<file path="src/fast_call_map.svh">
// Constants of the fast system call register bank: addresses, fields, resets.
// Assumes the model-specific register address space is 32 bits wide.
`ifndef FAST_CALL_MAP_SVH
`define FAST_CALL_MAP_SVH

`define FC_ADDR_CODE_SELECTOR 32'h0000_0174
`define FC_ADDR_STACK_POINTER 32'h0000_0175
`define FC_ADDR_ENTRY_POINTER 32'h0000_0176

`define FC_SELECTOR_MSB 15
`define FC_SELECTOR_LSB 0
`define FC_LOW_MSB 31
`define FC_LOW_LSB 0

`define FC_RESET_LOW 32'h0000_0000
`define FC_RAZ_HIGH 32'h0000_0000

`endif

</file>
<file path="src/fast_call_pkg.sv">
// Types shared by the fast system call register bank.
// Assumes fast_call_map.svh is on the include path.
package fast_call_pkg;

  typedef logic [31:0] msrAddr_t;
  typedef logic [63:0] msrData_t;
  typedef logic [31:0] lowHalf_t;

  typedef enum logic [1:0] {
    SEL_CODE = 2'b00,
    SEL_STACK = 2'b01,
    SEL_ENTRY = 2'b10,
    SEL_NONE = 2'b11
  } regSel_t;

endpackage

</file>
<file path="src/fast_call_word.sv">
// One 32-bit read/write storage word of the register bank.
// Assumes write strobes come from logic on the same clock.
`timescale 1ns/1ps
`default_nettype none
`include "fast_call_map.svh"

module fast_call_word #(
  parameter int WIDTH = 32
) (
  // Clock and reset
  input wire logic core_clk,
  input wire logic resetn,
  // Write side
  input wire logic wrEn,
  input wire logic [WIDTH-1:0] wrData,
  // Stored value
  output logic [WIDTH-1:0] value
);

  logic [WIDTH-1:0] value_r;

  always_ff @(posedge core_clk or negedge resetn) begin
    if (!resetn) begin
      value_r <= WIDTH'(`FC_RESET_LOW);
    end else if (wrEn) begin
      value_r <= wrData;
    end
  end

  assign value = value_r;

endmodule
`default_nettype wire

</file>
<file path="src/fast_call_msr_bank.sv">
// Fast system call register bank: code selector, stack and entry pointers.
// Assumes a single-cycle model-specific register access port on core_clk.
//
// What this block does
// Code selector register at 0174h, zero reset
// Selector in bits 15:0, upper half zero
// Stack pointer register at 0175h, 32 bits
// Entry pointer register at 0176h, 32 bits
// Upper-half writes ignored; values always presented
`timescale 1ns/1ps
`default_nettype none
`include "fast_call_map.svh"

module fast_call_msr_bank
  import fast_call_pkg::*;
(
  // Clock and reset
  input wire logic core_clk,
  input wire logic resetn,
  // Register access port
  input wire logic msrWrEn,
  input wire logic msrRdEn,
  input wire fast_call_pkg::msrAddr_t msrAddr,
  input wire fast_call_pkg::msrData_t msrWrData,
  output fast_call_pkg::msrData_t msrRdData,
  output logic msrRdValid,
  output logic msrHit,
  // Values for the instruction logic
  output logic [15:0] codeSelector,
  output logic [31:0] codeSelectorWord,
  output fast_call_pkg::lowHalf_t stackPointer,
  output fast_call_pkg::lowHalf_t entryPointer
);

  import fast_call_pkg::*;

  regSel_t sel;
  logic [2:0] wrEnVec;
  lowHalf_t words [3];
  lowHalf_t rdLow;
  msrData_t rdData_r;
  logic rdValid_r;
  logic rdHit;

  // address decode
  assign sel = (msrAddr == `FC_ADDR_CODE_SELECTOR) ? SEL_CODE :
               (msrAddr == `FC_ADDR_STACK_POINTER) ? SEL_STACK :
               (msrAddr == `FC_ADDR_ENTRY_POINTER) ? SEL_ENTRY : SEL_NONE;
  assign msrHit = (sel != SEL_NONE);

  genvar gi;
  generate
    for (gi = 0; gi < 3; gi++) begin : g_word
      // low half only
      assign wrEnVec[gi] = msrWrEn && (sel == regSel_t'(gi));
      fast_call_word #(.WIDTH(32)) u_word (
        .core_clk(core_clk),
        .resetn(resetn),
        .wrEn(wrEnVec[gi]),
        .wrData(msrWrData[`FC_LOW_MSB:`FC_LOW_LSB]),
        .value(words[gi])
      );
    end
  endgenerate

  assign rdLow = (sel == SEL_CODE) ? words[0] :
                 (sel == SEL_STACK) ? words[1] :
                 (sel == SEL_ENTRY) ? words[2] : `FC_RAZ_HIGH;
  assign rdHit = msrRdEn && msrHit;

  // upper half reads zero
  always_ff @(posedge core_clk or negedge resetn) begin
    if (!resetn) begin
      rdData_r <= '0;
      rdValid_r <= 1'b0;
    end else begin
      rdValid_r <= msrRdEn;
      rdData_r <= rdHit ? {`FC_RAZ_HIGH, rdLow} : '0;
    end
  end

  assign msrRdData = rdData_r;
  assign msrRdValid = rdValid_r;

  // selector field
  assign codeSelector = words[0][`FC_SELECTOR_MSB:`FC_SELECTOR_LSB];
  assign codeSelectorWord = words[0];
  // values presented continuously
  assign stackPointer = words[1];
  assign entryPointer = words[2];

  // Helper copies of the last cycle's write for the coverage points.
  logic pastWr;
  lowHalf_t pastData;
  regSel_t pastSel;
  always_ff @(posedge core_clk or negedge resetn) begin
    if (!resetn) begin
      pastWr <= 1'b0;
      pastData <= '0;
      pastSel <= SEL_NONE;
    end else begin
      pastWr <= msrWrEn;
      pastData <= msrWrData[31:0];
      pastSel <= sel;
    end
  end

  // code write lands
  AST_CODE_WRITE: assert property (@(posedge core_clk) disable iff (!resetn)
    msrWrEn && sel == SEL_CODE |=> codeSelectorWord == $past(msrWrData[31:0]))
    else $error("Code selector write not stored.");

  // selector field position
  AST_SEL_FIELD: assert property (@(posedge core_clk) disable iff (!resetn)
    codeSelector == codeSelectorWord[15:0])
    else $error("Selector field not low sixteen bits.");

  // upper half zero
  AST_RAZ_HIGH: assert property (@(posedge core_clk) disable iff (!resetn)
    msrRdValid |-> msrRdData[63:32] == 32'h0000_0000)
    else $error("Upper half did not read as zero.");

  // stack write lands
  AST_STACK_WRITE: assert property (@(posedge core_clk) disable iff (!resetn)
    msrWrEn && sel == SEL_STACK |=> stackPointer == $past(msrWrData[31:0]))
    else $error("Stack pointer write not stored.");

  // entry write lands
  AST_ENTRY_WRITE: assert property (@(posedge core_clk) disable iff (!resetn)
    msrWrEn && sel == SEL_ENTRY |=> entryPointer == $past(msrWrData[31:0]))
    else $error("Entry pointer write not stored.");

  // entry read back
  AST_ENTRY_READ: assert property (@(posedge core_clk) disable iff (!resetn)
    msrRdEn && !msrWrEn && sel == SEL_ENTRY ##1 !msrWrEn
      |-> msrRdData[31:0] == entryPointer)
    else $error("Entry pointer read mismatch.");

  // values hold
  AST_HOLD: assert property (@(posedge core_clk) disable iff (!resetn)
    !msrWrEn |=> $stable(stackPointer) && $stable(entryPointer)
      && $stable(codeSelectorWord))
    else $error("Register changed without a write.");

  // unmapped read zero
  AST_MISS_READ: assert property (@(posedge core_clk) disable iff (!resetn)
    msrRdEn && !msrHit |=> msrRdValid && msrRdData == 64'h0)
    else $error("Unmapped read did not return zero.");

  // code read back
  AST_CODE_READ: assert property (@(posedge core_clk) disable iff (!resetn)
    msrRdEn && !msrWrEn && sel == SEL_CODE
      |=> msrRdData[31:0] == codeSelectorWord)
    else $error("Code selector read mismatch.");

  // stack read back
  AST_STACK_READ: assert property (@(posedge core_clk) disable iff (!resetn)
    msrRdEn && !msrWrEn && sel == SEL_STACK
      |=> msrRdData[31:0] == stackPointer)
    else $error("Stack pointer read mismatch.");

  // read answer latency
  AST_RD_LATENCY: assert property (@(posedge core_clk) disable iff (!resetn)
    msrRdEn |=> msrRdValid)
    else $error("Read not answered after one cycle.");

  // no stray answer
  AST_NO_STRAY_VALID: assert property (@(posedge core_clk) disable iff (!resetn)
    !msrRdEn |=> !msrRdValid)
    else $error("Read answer without a request.");

  // idle data zero
  AST_IDLE_ZERO: assert property (@(posedge core_clk) disable iff (!resetn)
    !msrRdValid |-> msrRdData == 64'h0)
    else $error("Read data not zero while idle.");

  // address decode
  AST_HIT_DECODE: assert property (@(posedge core_clk) disable iff (!resetn)
    msrHit == (msrAddr >= `FC_ADDR_CODE_SELECTOR
      && msrAddr <= `FC_ADDR_ENTRY_POINTER))
    else $error("Address hit decode wrong.");

  // unmapped write ignored
  AST_MISS_WRITE: assert property (@(posedge core_clk) disable iff (!resetn)
    msrWrEn && !msrHit |=> $stable(stackPointer) && $stable(entryPointer)
      && $stable(codeSelectorWord))
    else $error("Unmapped write changed a register.");

  // code write only
  AST_CODE_ONLY: assert property (@(posedge core_clk) disable iff (!resetn)
    msrWrEn && sel == SEL_CODE |=> $stable(stackPointer) && $stable(entryPointer))
    else $error("Code selector write touched another register.");

  // stack write only
  AST_STACK_ONLY: assert property (@(posedge core_clk) disable iff (!resetn)
    msrWrEn && sel == SEL_STACK |=> $stable(entryPointer) && $stable(codeSelectorWord))
    else $error("Stack pointer write touched another register.");

  // entry write only
  AST_ENTRY_ONLY: assert property (@(posedge core_clk) disable iff (!resetn)
    msrWrEn && sel == SEL_ENTRY |=> $stable(stackPointer) && $stable(codeSelectorWord))
    else $error("Entry pointer write touched another register.");

  // zero during reset
  AST_RESET_ZERO: assert property (@(posedge core_clk)
    !resetn |-> codeSelectorWord == 32'h0 && stackPointer == 32'h0
      && entryPointer == 32'h0 && !msrRdValid)
    else $error("Register not zero during reset.");

  // Coverage of the main access kinds.
  COV_MISS_RD: cover property (@(posedge core_clk) disable iff (!resetn)
    msrRdEn && !msrHit);
  COV_CODE_WR: cover property (@(posedge core_clk) disable iff (!resetn)
    msrWrEn && sel == SEL_CODE);
  COV_STACK_RD: cover property (@(posedge core_clk) disable iff (!resetn)
    msrRdEn && sel == SEL_STACK);
  COV_ENTRY_WR_RD: cover property (@(posedge core_clk) disable iff (!resetn)
    msrWrEn && sel == SEL_ENTRY ##1 msrRdEn && sel == SEL_ENTRY);
  COV_PAST: cover property (@(posedge core_clk) disable iff (!resetn)
    pastWr && pastSel == SEL_STACK && pastData != 32'h0);

endmodule
`default_nettype wire

</file>
<file path="config.mk">
export PLATFORM = sky130hd
export DESIGN_NAME = fast_call_msr_bank
export DESIGN_NICKNAME = d
export VERILOG_FILES = /design/src/fast_call_pkg.sv /design/src/fast_call_word.sv /design/src/fast_call_msr_bank.sv
export VERILOG_INCLUDE_DIRS = /design/src
export SDC_FILE = /design/constraint.sdc
export NUM_CORES = 1
export LEC_CHECK = 0
export CAP_MARGIN = 0
export CORE_MARGIN = 2
export CORE_UTILIZATION = 49
export CTS_BUF_LIST = sky130_fd_sc_hd__clkbuf_4
export CTS_CLUSTER_DIAMETER = 100
export DETAILED_ROUTE_END_ITERATION = 10
export DONT_BUFFER_PORTS = 1
export GPL_TIMING_DRIVEN = 0
export PLACE_DENSITY = 0.61
export SLEW_MARGIN = 20
export SYNTH_ARGS = -nofsm -noshare
export SYNTH_HDL_FRONTEND = slang
export SYNTH_HIERARCHICAL = 1
export SYNTH_SLANG_ARGS = --single-unit
</file>
<file path="constraint.sdc">
create_clock -name core_clk -period 1.3 [get_ports core_clk]
set_input_delay 0.13 -clock core_clk [delete_from_list [all_inputs] [get_ports core_clk]]
set_output_delay 0.13 -clock core_clk [all_outputs]
set_load 0.005 [all_outputs]
</file>
==> impl_metrics.py <==
metrics = {
    "status": {
        "outcome": "finished, violations left",
        "violations": "hold timing, setup timing",
    },
    "drt": {
        "firstDrtPassIters": 4,
        "drt_iter0_drc": 155,
        "viasPerCell": 5.38,
        "wl_per_cell_um": 22.2,
        "drc": 0,
        "ant_nets": 0,
        "wl_met1_mm": 6.38,
        "met2_length_mm": 7.77,
        "drt-total-wl_mm": 15.6,
        "via_count": 3775,
        "top_layer": "met4",
        "met3_length_mm": 1.24,
    },
    "timing": {
        "setup_viol": 7,
        "slew-limit-headroom": 0.596,
        "rsz0062_at_grt": "true",
        "slew_viol_final": 0,
        "hold_violations": 131,
        "fmax_mhz": 753,
        "fin_ws_ns": -0.0275,
        "worstMarginPinSlew_ns": 0.607,
        "finalCritPeriodShare": 1.02,
        "fin_crit_ns": 1.33,
        "skew_ns": 0.0109,
        "hold_slack_ns": -0.715,
    },
    "die": {
        "coreArea_um2": 13100,
        "num_rows": 42,
        "die-area_um2": 14300,
        "io_pins": 278,
        "dieWidth_um": 120,
        "chipHeight_um": 120,
        "initial_utilization": 0.498,
    },
    "clock_tree": {
        "cts_buffer_depth": 2,
        "cts.sinks": 129,
        "cts_tree": "done",
        "cts-root-buf": "clkbuf_4",
        "htreeDepth": 4,
        "worstSkewPairLatency_ns": 0.53,
        "cts_buffers": 17,
        "clk_pin_slew_ns": 0.10,
        "hold_buffers": 37,
    },
    "yosys": {
        "synth_area_um2": 6550,
        "avgSynthCellArea_um2": 15.4,
        "ys_types": 25,
        "synth_flop_cell": "dfrtp_1",
        "ys_seq_area_frac": 0.493,
        "synth_edf_count": 0,
        "ys_warn_count": 6,
        "async_reset_ff_frac": 1.00,
        "synthCells": 426,
        "synth-seq-cells": 129,
    },
    "job": {
        "drv_cap": 0,
    },
    "cells_and_area": {
        "final_cell_mix": "dfrtp_1 (118), mux2_4 (92), buf_4 (41)",
        "n_fill_cell": 1041,
        "area.growth.synth_to_final_pct": 17.5,
        "nets": 619,
        "multi_input_area_um2": 2830,
        "regArea_um2": 3240,
        "antenna_cells": 0,
        "drive_gt1_frac": 0.483,
        "layout_commonest_cell": "dfrtp_1",
        "final_core_util": 0.585,
    },
    "pwr": {
        "power.internal_mw": 4.98,
        "switching_share": 0.230,
        "p_sw_mw": 1.49,
        "power_frac_clock": 0.317,
        "p_seq_frac": 0.620,
        "power_density_nw_per_um2": 842,
        "p_leak_nw": 3.61,
        "combPwrFrac": 0.063,
        "vdd_drop_max_mv": 0.540,
        "power.total_mw": 6.47,
    },
    "setup_path": {
        "crit_chain": "dlygate4sd3_1 -> or4_4 -> buf_6 -> buf_6 -> nor4_2",
        "path_common_cell": "buf_6",
        "crit_fanout": 10,
        "arrival_ns": 1.76,
        "path_class": "in -> reg",
        "cp-start-kind": "input port",
        "cpPeakStageDelay_ns": 0.53,
        "cp.required_ns": 1.73,
        "critical_path.endpoint_type": "register",
        "crit_path_top_delay_cell": "dlygate4sd3_1",
    },
    "place": {
        "routabilityCongestion": 0.769,
        "io_buffers": 0,
        "dp_hpwl_mm": 10.6,
    },
    "min_path": {
        "hold_class": "in -> async",
    },
    "grt": {
        "antenna_found_initial": 0,
        "grt_pass1_vias": 4059,
        "grt_pass1_wl_mm": 24.2,
        "grt_overflow": 0,
        "grt_max_degree": 130,
        "grt_use_total": 0.225,
    },
}
-- layer usage --
layer  up-vias  GRT usage
met1      1921      0.283
met4         0     0.0596
met2       179      0.366
met5         -          0
li1       1659          -
met3        16     0.0860
-- Yosys cell counts, types with 2 or more instances --
master / count / area [µm²]
buf_12: 9 / 180
nor3_1: 2 / 10.0
dfrtp_1: 129 / 3230
clkbuf_1: 6 / 22.5
buf_2: 8 / 40.0
mux2_4: 90 / 1350
nor4bb_1: 2 / 20.0
nand2_1: 3 / 11.3
mux2_2: 6 / 67.6
nor2_1: 2 / 7.51
mux2i_1: 32 / 320
buf_6: 10 / 113
a2bb2oi_1: 32 / 280
nand4_1: 2 / 12.5
nor4_1: 3 / 18.8
nor4_2: 34 / 425
buf_4: 48 / 360
-- critical path, delay by kind of cell --
kind / cells / cell delay (ns)
AND/OR/NAND/NOR: 2 / 0.78
buffers and inverters: 3 / 0.84
-- area by class of cell --
type                            count  area share
Clock buffer                       21      0.0205
Timing Repair Buffer               43      0.0543
Clock inverter                      5     0.00260
Tap cell                          176      0.0286
Multi-Input combinational cell    246       0.368
Buffer                             82       0.105
Sequential cell                   129       0.422
-- kinds of logic (layout without fill, tap and decap cells) --
logic type             after synthesis  in the layout  synth area share
DFF                                129            129             0.493
buffers and inverters               82            151             0.110
muxes                              128            128             0.266
other                                1             32          0.000573
AOI/OAI and AO/OA                   34             34            0.0451
and+or+nand+nor                     52             52            0.0855
-- what timing repair did --
action                                  CTS  global route
resized for setup                        21            23
endpoints found under the setup margin  108            85
endpoints found under the hold margin   238           135
setup buffers                             2             4
pin swaps                                 2             0
-- state kept, by name, indices dropped and copies added (netlist names) --
| signal | flops |
|---|---|
| msrRdData | 32 |
| msrRdValid | 1 |
| g_word.u_word/value | 96 |
-- power by group through the flow --
stage               logic, mW  clock network, mW  registers, mW
detailed placement      0.276                  0           4.09
finish                  0.408               2.05           4.01
global route            0.437               2.31           4.01
CTS                     0.400               2.16           4.01
global placement        0.277                  0           4.09
floorplan               0.233                  0           4.09
-- stage by stage --
stage               instances  TNS, ns  worst slack (ns)  area [µm²]
floorplan                 457   -41.42            -0.450        6730
global placement          633   -81.88            -0.873        6950
detailed placement        633   -83.69            -0.899        6950
CTS                       698  -0.0519           -0.0151        7580
global route              702   -0.198           -0.0278        7690
finish                    702  -0.0679           -0.0275        7690
-- worst paths after layout --
kind	slack (ns)	cells past startpoint	end	startpoint
max	-0.03	5	msrRdData[18]	msrAddr[17]
min	-0.71	0	g_word[0].u_word/value[8]	resetn
max reg2reg	0.25	3	msrRdData[2]	g_word[0].u_word/value[2]
min reg2reg	0.57	1	g_word[0].u_word/value[22]	g_word[0].u_word/value[22]
max in group asynchronous	1.79	0	msrRdData[29]	resetn
min in group core_clk	-0.08	3	msrRdData[4]	msrAddr[15]
(Power assumes the default switching activity.)
